`config.mk`:
```
export PLATFORM = sky130hd
export DESIGN_NAME = dio_top
export DESIGN_NICKNAME = d
export VERILOG_FILES = /design/src/hw/dio_pkg.sv /design/src/hw/dio_top.sv
export SDC_FILE = /design/constraint.sdc
export NUM_CORES = 1
export LEC_CHECK = 0
export BUFFER_PORTS_ARGS = -buffer_cell sky130_fd_sc_hd__buf_2
export CORE_MARGIN = 4
export CORE_UTILIZATION = 40
export CTS_BUF_LIST = sky130_fd_sc_hd__clkbuf_8 sky130_fd_sc_hd__clkbuf_16
export DETAILED_ROUTE_END_ITERATION = 7
export MAX_ROUTING_LAYER = met4
export PLACE_DENSITY = 0.69
export SLEW_MARGIN = 40
export SYNTH_ARGS = -nofsm -noshare
export SYNTH_HDL_FRONTEND = slang
export SYNTH_SLANG_ARGS = --single-unit
export TNS_END_PERCENT = 30
```
`constraint.sdc`:
```
create_clock -name i_mclk -period 4.65 [get_ports i_mclk]
set_input_delay 0.93 -clock i_mclk [delete_from_list [all_inputs] [get_ports i_mclk]]
set_output_delay 0.93 -clock i_mclk [all_outputs]
set_load 0.01 [all_outputs]
```
`src/hw/dio_pkg.sv`:
```
// Function
// drive select is active when low
// no lock straps: solenoid follows drive select
// unlatched lock: solenoid follows in-use low
// latched lock: set by in-use with select
// lever open sets flag; select trailing edge clears
// disk-change low while selected and flag set
// two-sided low while selected and second hole
// write-inhibit strap blocks gate when protected
// write-allow strap passes gate, still reports protect
// host strap: current follows host switch line
// auto strap: drive switches current itself
// reduced current from track 43 upward
// diagnostic strap sampled at power-up
// test number from four straps, msb first
// diagnostic mode held until power removed
// test 0 seeks track 0, motor on
// test 1 seeks track 1, motor on
// test 2 seeks 0 then 38, motor on
// test 3 seeks 76 then 38, motor on
// test 4 seeks track 76, motor on
// test 5 seeks track 75, motor on
// test 6 toggles indicator per side-zero index
// test 7 toggles indicator per side-one index
// other tests idle, indicator off
`default_nettype none
package dio_pkg;
    localparam int TRACK_W = 7;
    localparam int REG_AW = 4;
    localparam int REG_DW = 16;
    // register offsets
    localparam logic [REG_AW-1:0] OFS_CTRL = 4'h0;
    localparam logic [REG_AW-1:0] OFS_STATUS = 4'h4;
    localparam logic [REG_AW-1:0] OFS_TRACK = 4'h8;
    // control fields
    localparam int CTRL_RESTART = 0;
    // status fields
    localparam int ST_CHANGED = 0;
    localparam int ST_LATCHED = 1;
    localparam int ST_DIAG = 2;
    localparam int ST_LOWCUR = 3;
    localparam int ST_SEEKING = 4;
    localparam int ST_TEST_LSB = 8;
    // track figures
    localparam logic [TRACK_W-1:0] TRK_SWITCH = 7'h2B;
    localparam logic [TRACK_W-1:0] TRK_0 = 7'h00;
    localparam logic [TRACK_W-1:0] TRK_1 = 7'h01;
    localparam logic [TRACK_W-1:0] TRK_38 = 7'h26;
    localparam logic [TRACK_W-1:0] TRK_75 = 7'h4B;
    localparam logic [TRACK_W-1:0] TRK_76 = 7'h4C;
    // test codes
    localparam logic [3:0] TEST_0 = 4'h0;
    localparam logic [3:0] TEST_1 = 4'h1;
    localparam logic [3:0] TEST_2 = 4'h2;
    localparam logic [3:0] TEST_3 = 4'h3;
    localparam logic [3:0] TEST_4 = 4'h4;
    localparam logic [3:0] TEST_5 = 4'h5;
    localparam logic [3:0] TEST_6 = 4'h6;
    localparam logic [3:0] TEST_7 = 4'h7;
    // cycles after reset release before straps are trusted
    localparam logic [1:0] STRAP_SETTLE = 2'h3;
    typedef enum logic [2:0] {
        DIO_WAIT, DIO_SEEK_A, DIO_WAIT_A, DIO_SEEK_B, DIO_WAIT_B, DIO_HOLD
    } dio_diag_t;
endpackage
`default_nettype wire

```
`src/hw/dio_top.sv`:
```
`default_nettype none
module dio_top #(
    parameter int TRACK_W = dio_pkg::TRACK_W
) (
    // clock and reset
    input wire logic i_mclk,
    input wire logic i_nrst,
    // host interface lines, all active low
    input wire logic i_drive_sel_n,
    input wire logic i_in_use_n,
    input wire logic i_write_gate_n,
    input wire logic i_wcur_switch_n,
    output logic o_disk_change_n,
    output logic o_two_sided_n,
    output logic o_write_protect_n,
    // drive sensors
    input wire logic i_lever_open,
    input wire logic i_second_hole,
    input wire logic i_protect_sense,
    input wire logic i_index_side0,
    input wire logic i_index_side1,
    // option straps, high when fitted
    input wire logic i_lock_enable_strap,
    input wire logic i_solenoid_strap,
    input wire logic i_latched_lock_strap,
    input wire logic i_unlatched_lock_strap,
    input wire logic i_media_swap_strap,
    input wire logic i_dual_side_strap,
    input wire logic i_write_inhibit_strap,
    input wire logic i_write_allow_strap,
    input wire logic i_host_current_strap,
    input wire logic i_auto_current_strap,
    input wire logic i_diagnostic_strap,
    input wire logic i_test_bit0_strap,
    input wire logic i_test_bit1_strap,
    input wire logic i_test_bit2_strap,
    // drive mechanics
    input wire logic [TRACK_W-1:0] i_head_track,
    input wire logic i_seek_done,
    output logic o_solenoid,
    output logic o_write_enable,
    output logic o_low_current,
    output logic o_motor_on,
    output logic o_led,
    output logic o_seek_req,
    output logic [TRACK_W-1:0] o_seek_track,
    // register port
    input wire logic [dio_pkg::REG_AW-1:0] i_reg_addr,
    input wire logic [dio_pkg::REG_DW-1:0] i_reg_wdata,
    input wire logic i_reg_wr,
    input wire logic i_reg_rd,
    output logic [dio_pkg::REG_DW-1:0] o_reg_rdata
);
    import dio_pkg::*;

    if (TRACK_W < 7 || TRACK_W > 12) begin : g_bad_width
        $error("TRACK_W must hold track 76 and fit the track register");
    end

    function automatic logic rise(input logic cur, input logic prev);
        rise = cur & ~prev;
    endfunction

    function automatic logic [TRACK_W-1:0] trk(input logic [6:0] t);
        trk = TRACK_W'(t);
    endfunction

    // two-stage synchronisers for host, sensor and strap pins, test bits in a separate pair
    localparam int NSYNC = 20;
    logic [NSYNC-1:0] pins;
    logic [NSYNC-1:0] meta_q;
    logic [NSYNC-1:0] sync_q;
    assign pins = {i_drive_sel_n, i_in_use_n, i_write_gate_n, i_wcur_switch_n,
                   i_lever_open, i_second_hole, i_protect_sense, i_index_side0,
                   i_index_side1, i_lock_enable_strap, i_solenoid_strap,
                   i_latched_lock_strap, i_unlatched_lock_strap, i_media_swap_strap,
                   i_dual_side_strap, i_write_inhibit_strap, i_write_allow_strap,
                   i_host_current_strap, i_auto_current_strap, i_diagnostic_strap};

    always_ff @(posedge i_mclk or negedge i_nrst) begin
        if (!i_nrst) begin
            meta_q <= 20'hF0000;
            sync_q <= 20'hF0000;
        end else begin
            meta_q <= pins;
            sync_q <= meta_q;
        end
    end

    logic [2:0] tbits_meta_q;
    logic [2:0] tbits_q;
    always_ff @(posedge i_mclk or negedge i_nrst) begin
        if (!i_nrst) begin
            tbits_meta_q <= 3'h0;
            tbits_q <= 3'h0;
        end else begin
            tbits_meta_q <= {i_test_bit2_strap, i_test_bit1_strap, i_test_bit0_strap};
            tbits_q <= tbits_meta_q;
        end
    end

    logic sel;
    logic in_use;
    logic host_wg;
    logic host_low;
    logic lever_open;
    logic second_hole;
    logic prot;
    logic idx0;
    logic idx1;
    logic s_lock;
    logic s_sol;
    logic s_latch;
    logic s_unlatch;
    logic s_swap;
    logic s_dual;
    logic s_inhibit;
    logic s_allow;
    logic s_host_cur;
    logic s_auto_cur;
    logic s_diag;
    assign sel = ~sync_q[19];
    assign in_use = ~sync_q[18];
    assign host_wg = ~sync_q[17];
    assign host_low = ~sync_q[16];
    assign lever_open = sync_q[15];
    assign second_hole = sync_q[14];
    assign prot = sync_q[13];
    assign idx0 = sync_q[12];
    assign idx1 = sync_q[11];
    assign s_lock = sync_q[10];
    assign s_sol = sync_q[9];
    assign s_latch = sync_q[8];
    assign s_unlatch = sync_q[7];
    assign s_swap = sync_q[6];
    assign s_dual = sync_q[5];
    assign s_inhibit = sync_q[4];
    assign s_allow = sync_q[3];
    assign s_host_cur = sync_q[2];
    assign s_auto_cur = sync_q[1];
    assign s_diag = sync_q[0];

    // previous values for edge detection
    logic sel_prev_q;
    logic lever_prev_q;
    logic idx0_prev_q;
    logic idx1_prev_q;
    always_ff @(posedge i_mclk or negedge i_nrst) begin
        if (!i_nrst) begin
            sel_prev_q <= 1'b0;
            lever_prev_q <= 1'b0;
            idx0_prev_q <= 1'b0;
            idx1_prev_q <= 1'b0;
        end else begin
            sel_prev_q <= sel;
            lever_prev_q <= lever_open;
            idx0_prev_q <= idx0;
            idx1_prev_q <= idx1;
        end
    end

    logic sel_lead;
    logic sel_trail;
    assign sel_lead = rise(sel, sel_prev_q);
    assign sel_trail = rise(sel_prev_q, sel);

    // power-up strap capture; mode only leaves with reset
    logic [1:0] settle_q;
    logic ready_q;
    logic diag_q;
    always_ff @(posedge i_mclk or negedge i_nrst) begin
        if (!i_nrst) begin
            settle_q <= 2'h0;
            ready_q <= 1'b0;
            diag_q <= 1'b0;
        end else if (!ready_q) begin
            if (settle_q == STRAP_SETTLE) begin
                ready_q <= 1'b1;
                diag_q <= s_diag;
            end else begin
                settle_q <= settle_q + 2'h1;
            end
        end
    end

    logic normal;
    assign normal = ready_q & ~diag_q;

    // lever lock latch
    logic latched_q;
    always_ff @(posedge i_mclk or negedge i_nrst) begin
        if (!i_nrst) begin
            latched_q <= 1'b0;
        end else if (!(s_lock && s_sol && s_latch) || !normal) begin
            latched_q <= 1'b0;
        end else if (in_use && sel) begin
            latched_q <= 1'b1;
        end else if (sel_lead && !in_use) begin
            latched_q <= 1'b0;
        end
    end

    logic sol_d;
    always_comb begin
        sol_d = 1'b0;
        if (normal) begin
            if (!s_lock && !s_sol && !s_latch && !s_unlatch) begin
                sol_d = sel;
            end else if (s_lock && s_sol && s_unlatch && !s_latch) begin
                sol_d = in_use;
            end else if (s_lock && s_sol && s_latch && !s_unlatch) begin
                sol_d = latched_q;
            end
        end
    end

    // disk-changed flag, opening edge wins over the clear
    logic changed_q;
    always_ff @(posedge i_mclk or negedge i_nrst) begin
        if (!i_nrst) begin
            changed_q <= 1'b0;
        end else if (rise(lever_open, lever_prev_q)) begin
            changed_q <= 1'b1;
        end else if (sel_trail) begin
            changed_q <= 1'b0;
        end
    end

    logic low_cur_d;
    always_comb begin
        low_cur_d = 1'b0;
        if (s_host_cur) begin
            low_cur_d = host_low;
        end else if (s_auto_cur) begin
            low_cur_d = (i_head_track >= trk(TRK_SWITCH));
        end
    end

    // interface outputs
    always_ff @(posedge i_mclk or negedge i_nrst) begin
        if (!i_nrst) begin
            o_solenoid <= 1'b0;
            o_disk_change_n <= 1'b1;
            o_two_sided_n <= 1'b1;
            o_write_protect_n <= 1'b1;
            o_write_enable <= 1'b0;
            o_low_current <= 1'b0;
        end else begin
            o_solenoid <= sol_d;
            o_disk_change_n <= ~(normal & s_swap & sel & changed_q);
            o_two_sided_n <= ~(normal & s_dual & sel & second_hole);
            o_write_protect_n <= ~(normal & sel & prot);
            o_write_enable <= normal & sel & host_wg &
                              (s_allow | ~(s_inhibit & prot));
            o_low_current <= normal & low_cur_d;
        end
    end

    // diagnostic sequencer
    logic [3:0] test_num;
    assign test_num = {s_sol, tbits_q};

    logic restart_q;
    logic [3:0] test_q;
    dio_diag_t state_q;
    logic [TRACK_W-1:0] first_trk;
    logic [TRACK_W-1:0] second_trk;
    logic two_step;
    logic seeks;

    always_comb begin
        first_trk = trk(TRK_0);
        second_trk = trk(TRK_0);
        two_step = 1'b0;
        seeks = 1'b1;
        unique case (test_q)
            TEST_0: first_trk = trk(TRK_0);
            TEST_1: first_trk = trk(TRK_1);
            TEST_2: begin
                first_trk = trk(TRK_0);
                second_trk = trk(TRK_38);
                two_step = 1'b1;
            end
            TEST_3: begin
                first_trk = trk(TRK_76);
                second_trk = trk(TRK_38);
                two_step = 1'b1;
            end
            TEST_4: first_trk = trk(TRK_76);
            TEST_5: first_trk = trk(TRK_75);
            default: seeks = 1'b0;
        endcase
    end

    always_ff @(posedge i_mclk or negedge i_nrst) begin
        if (!i_nrst) begin
            state_q <= DIO_WAIT;
            test_q <= 4'h0;
            o_seek_req <= 1'b0;
            o_seek_track <= '0;
        end else begin
            o_seek_req <= 1'b0;
            if (!ready_q || !diag_q) begin
                state_q <= DIO_WAIT;
            end else if (test_num != test_q || restart_q) begin
                test_q <= test_num;
                state_q <= DIO_WAIT;
            end else begin
                unique case (state_q)
                    DIO_WAIT: state_q <= seeks ? DIO_SEEK_A : DIO_HOLD;
                    DIO_SEEK_A: begin
                        o_seek_req <= 1'b1;
                        o_seek_track <= first_trk;
                        state_q <= DIO_WAIT_A;
                    end
                    DIO_WAIT_A: begin
                        if (i_seek_done) begin
                            state_q <= two_step ? DIO_SEEK_B : DIO_HOLD;
                        end
                    end
                    DIO_SEEK_B: begin
                        o_seek_req <= 1'b1;
                        o_seek_track <= second_trk;
                        state_q <= DIO_WAIT_B;
                    end
                    DIO_WAIT_B: begin
                        if (i_seek_done) begin
                            state_q <= DIO_HOLD;
                        end
                    end
                    DIO_HOLD: state_q <= DIO_HOLD;
                endcase
            end
        end
    end

    // spindle and indicator
    always_ff @(posedge i_mclk or negedge i_nrst) begin
        if (!i_nrst) begin
            o_motor_on <= 1'b0;
            o_led <= 1'b0;
        end else if (!ready_q || !diag_q || test_num != test_q) begin
            o_motor_on <= 1'b0;
            o_led <= 1'b0;
        end else begin
            o_motor_on <= (test_q <= TEST_7);
            if (test_q == TEST_6) begin
                o_led <= o_led ^ rise(idx0, idx0_prev_q);
            end else if (test_q == TEST_7) begin
                o_led <= o_led ^ rise(idx1, idx1_prev_q);
            end else begin
                o_led <= 1'b0;
            end
        end
    end

    // register port
    always_ff @(posedge i_mclk or negedge i_nrst) begin
        if (!i_nrst) begin
            restart_q <= 1'b0;
        end else begin
            restart_q <= i_reg_wr && i_reg_addr == OFS_CTRL && i_reg_wdata[CTRL_RESTART];
        end
    end

    logic [REG_DW-1:0] status;
    always_comb begin
        status = '0;
        status[ST_CHANGED] = changed_q;
        status[ST_LATCHED] = latched_q;
        status[ST_DIAG] = diag_q;
        status[ST_LOWCUR] = o_low_current;
        status[ST_SEEKING] = (state_q == DIO_WAIT_A) || (state_q == DIO_WAIT_B);
        status[ST_TEST_LSB +: 4] = test_q;
    end

    always_ff @(posedge i_mclk or negedge i_nrst) begin
        if (!i_nrst) begin
            o_reg_rdata <= '0;
        end else if (i_reg_rd) begin
            unique case (i_reg_addr)
                OFS_STATUS: o_reg_rdata <= status;
                OFS_TRACK: o_reg_rdata <= REG_DW'(i_head_track);
                default: o_reg_rdata <= '0;
            endcase
        end else begin
            o_reg_rdata <= '0;
        end
    end
endmodule
`default_nettype wire

```
==> impl_metrics.json <==
{
  "hold_path.class": "reg2reg",
  "core_mm2": 0.00737,
  "cap_viol_max_count": 0,
  "rsz0062_at_grt": "no",
  "start_util_pct": 42.0,
  "max_slew_margin_pct": 56.4,
  "synth-compound-area-share_pct": 5.26,
  "die_x_um": 95.9,
  "p_leak_nw": 1.78,
  "root_buffer": "clkbuf_8",
  "min_path_cells": 0,
  "arrival_ns": 1.01,
  "path_buf_inv": 1,
  "yosys.area_share.adder_pct": 0.405,
  "vias": 1805,
  "synthSimpleGateAreaFrac_pct": 11.8,
  "drive_gt1_share_pct": 37.0,
  "clk-insertion-delay-late_ns": 0.37,
  "hold_violations": 0,
  "synth_mux_area_share_pct": 4.69,
  "fp.dieArea_mm2": 0.00920,
  "std_cell_rows": 31,
  "max_freq_ghz": 0.516,
  "powerDensity_mw_per_mm2": 382,
  "hold_ws_ns": 0.354,
  "die_height_um": 95.9,
  "slew_viol_final": 0,
  "finalSetupTns_ns": 0,
  "synth_top_cell_by_area": "dfrtp_1",
  "crit_chain": "buf_2",
  "status": "complete, no violations",
  "grt_pass1_vias": 1896,
  "clkSinkCount": 89,
  "overflow": 0,
  "ys_ff_latch": 89,
  "ff_latch_area_mm2": 0.00224,
  "cp_top_family": "flip-flops",
  "synthCells": 214,
  "yosysMostFrequentCell": "dfrtp_1",
  "routedWlPerCell_um": 12.9,
  "post-dp-hpwl_um": 3460,
  "ant_nets": 0,
  "endpoint_kind": "output port",
  "tritoncts": "yes",
  "cts_made_buffers": 9,
  "placed_cells_incl_taps": 372,
  "synth_area_per_cell_um2": 14.4,
  "min-delay-start": "meta_q[8]",
  "ys_warn_count": 0,
  "ctsHoldBuffers": 0,
  "max_stage_delay_ns": 0.53,
  "synth_seq_area_share_pct": 72.5,
  "syn_area_mm2": 0.00309,
  "synth_top_family_by_area": "simple AND/OR/NAND/NOR gates",
  "place.gp.congestion": 0.773,
  "antenna_found_initial": 0,
  "worstMarginPinSlew_ns": 0.654,
  "grt.total_usage_pct": 12.8,
  "clockBufferDepth": 2,
  "pre_cts_ws_ns": 2.71,
  "firstDrtPassIters": 4,
  "diodes": 0,
  "fill_cells": 651,
  "setup_ws_ns": 2.71,
  "r2r_start": "test_q[1]",
  "fin_crit_ns": 1.94,
  "htree_num_levels": 3,
  "cp_slowest_cell": "dfstp_2",
  "final_cells": 388,
  "grt_pass1_wl_um": 8370,
  "fin_util_pct": 49.9,
  "first_iter_violations": 48,
  "grt_max_degree": 90,
  "setup_violations": 0,
  "synth_xor_area_share_pct": 1.94,
  "yosys-top-cells-count": "dfrtp_1 (78), nand2_1 (12), dfstp_2 (11)",
  "wl_um": 5010,
  "synth_edf_count": 0,
  "path_class": "reg2out",
  "r2r_slack_ns": 2.84,
  "clkTransAtPathRegs_ns": 0.09,
  "ioPinCount": 87,
  "drc": 0,
  "ys_types": 41,
  "crit_required_ns": 3.72,
  "post_cts_buffers": 0,
  "worst_setup_path_start_kind": "flop",
  "async_reset_ff_share_pct": 100,
  "min_to": "sync_q[8]",
  "synthDominantCellAreaShare_pct": 63.1,
  "multi_input_area_um2": 773,
  "viasPerCell": 4.65,
  "fin_skew_ns": 0.0124,
  "portBuffers": 65,
  "design_area_mm2": 0.00368,
  "ys.flop_type": "dfrtp_1",
  "syn2layout_area_growth_pct": 19.1,
  "r2r_cells": 4,
  "fin_crit_sh_pct": 41.7,
  "totalPowerFinal_mw": 1.41,
  "vdd_drop_max_v": 0.000153,
  "cp_max_fo": 1,
  "post_dp_cell_area_mm2": 0.00350,
  "r2r-end": "o_seek_track[5]",
  "cts_resized": 0,
  "nNetsFinal": 340,
  "ys_top_cells_by_area": "dfrtp_1 (63%), dfstp_2 (9.3%), mux2_2 (2.5%)"
}
## layer usage
metal  up-vias  GRT usage [%]  part of all wire, %
li1        861              -                    -
met1       871           14.9                   44
met2        59           19.3                   46
met3        14           2.97                  6.4
met4         0           9.60                  4.0
met5         -              -                    0
## worst max path at each step
stage | from | end | slack (ns) | cells past startpoint
floorplan | i_reg_addr[1] | o_reg_rdata[0] | 2.72 | 2
global placement | i_reg_addr[1] | o_reg_rdata[4] | 2.47 | 3
detailed placement | i_reg_addr[1] | o_reg_rdata[4] | 2.71 | 3
CTS | o_two_sided_n | o_two_sided_n | 2.68 | 1
global route | o_two_sided_n | o_two_sided_n | 2.66 | 1
finish | o_two_sided_n | o_two_sided_n | 2.71 | 1
## cells by family after synthesis
logic type,Yosys count
AO/OA/AOI/OAI,25
XOR/XNOR,6
adder cells (fa/ha/maj),1
buffers and inverters,17
flip-flops,89
multiplexers,13
other,1
AND/OR/NAND/NOR,62
## state kept, by name (all words and copies together) (netlist names), 2 cells and up
signal        flops
meta_q           20
sync_q           20
o_reg_rdata      11
o_seek_track      5
test_q            4
state_q           3
tbits_meta_q      3
tbits_q           3
settle_q          2
## cell usage in the layout, fill, tap and decap left out, drive strengths merged, types with 2 or more instances in the layout
master,netlist,routed
nor2,10,10
nand2b,4,4
nor3b,2,2
nor4,5,5
nor2b,2,2
a21oi,9,9
buf,10,65
nor4b,2,2
clkbuf,2,10
o21ai,4,4
dfstp,11,11
or3b,2,2
inv,5,10
conb,1,6
xor2,6,6
dfrtp,78,78
clkinv,0,2
and2,7,7
nand3,5,5
nor3,5,5
nand2,12,12
a31oi,2,2
a22o,5,5
mux2,12,12
## final cells by class
type	count	share of cell area, %
Sequential cell	89	60.9
Multi-Input combinational cell	113	21.0
Timing Repair Buffer	66	9.28
Clock buffer	9	3.37
Tap cell	99	3.37
Clock inverter	7	1.60
Inverter	5	0.510
## power breakdown
group / internal, mW / switching, mW / total [mW] / leakage (nW)
Clock: 0.205 / 0.288 / 0.494 / 0.0982
Combinational: 0.0372 / 0.0445 / 0.0817 / 0.608
Sequential: 0.808 / 0.0232 / 0.832 / 1.08
Total: 1.05 / 0.356 / 1.41 / 1.78
Power figures use the tool's default switching activity.
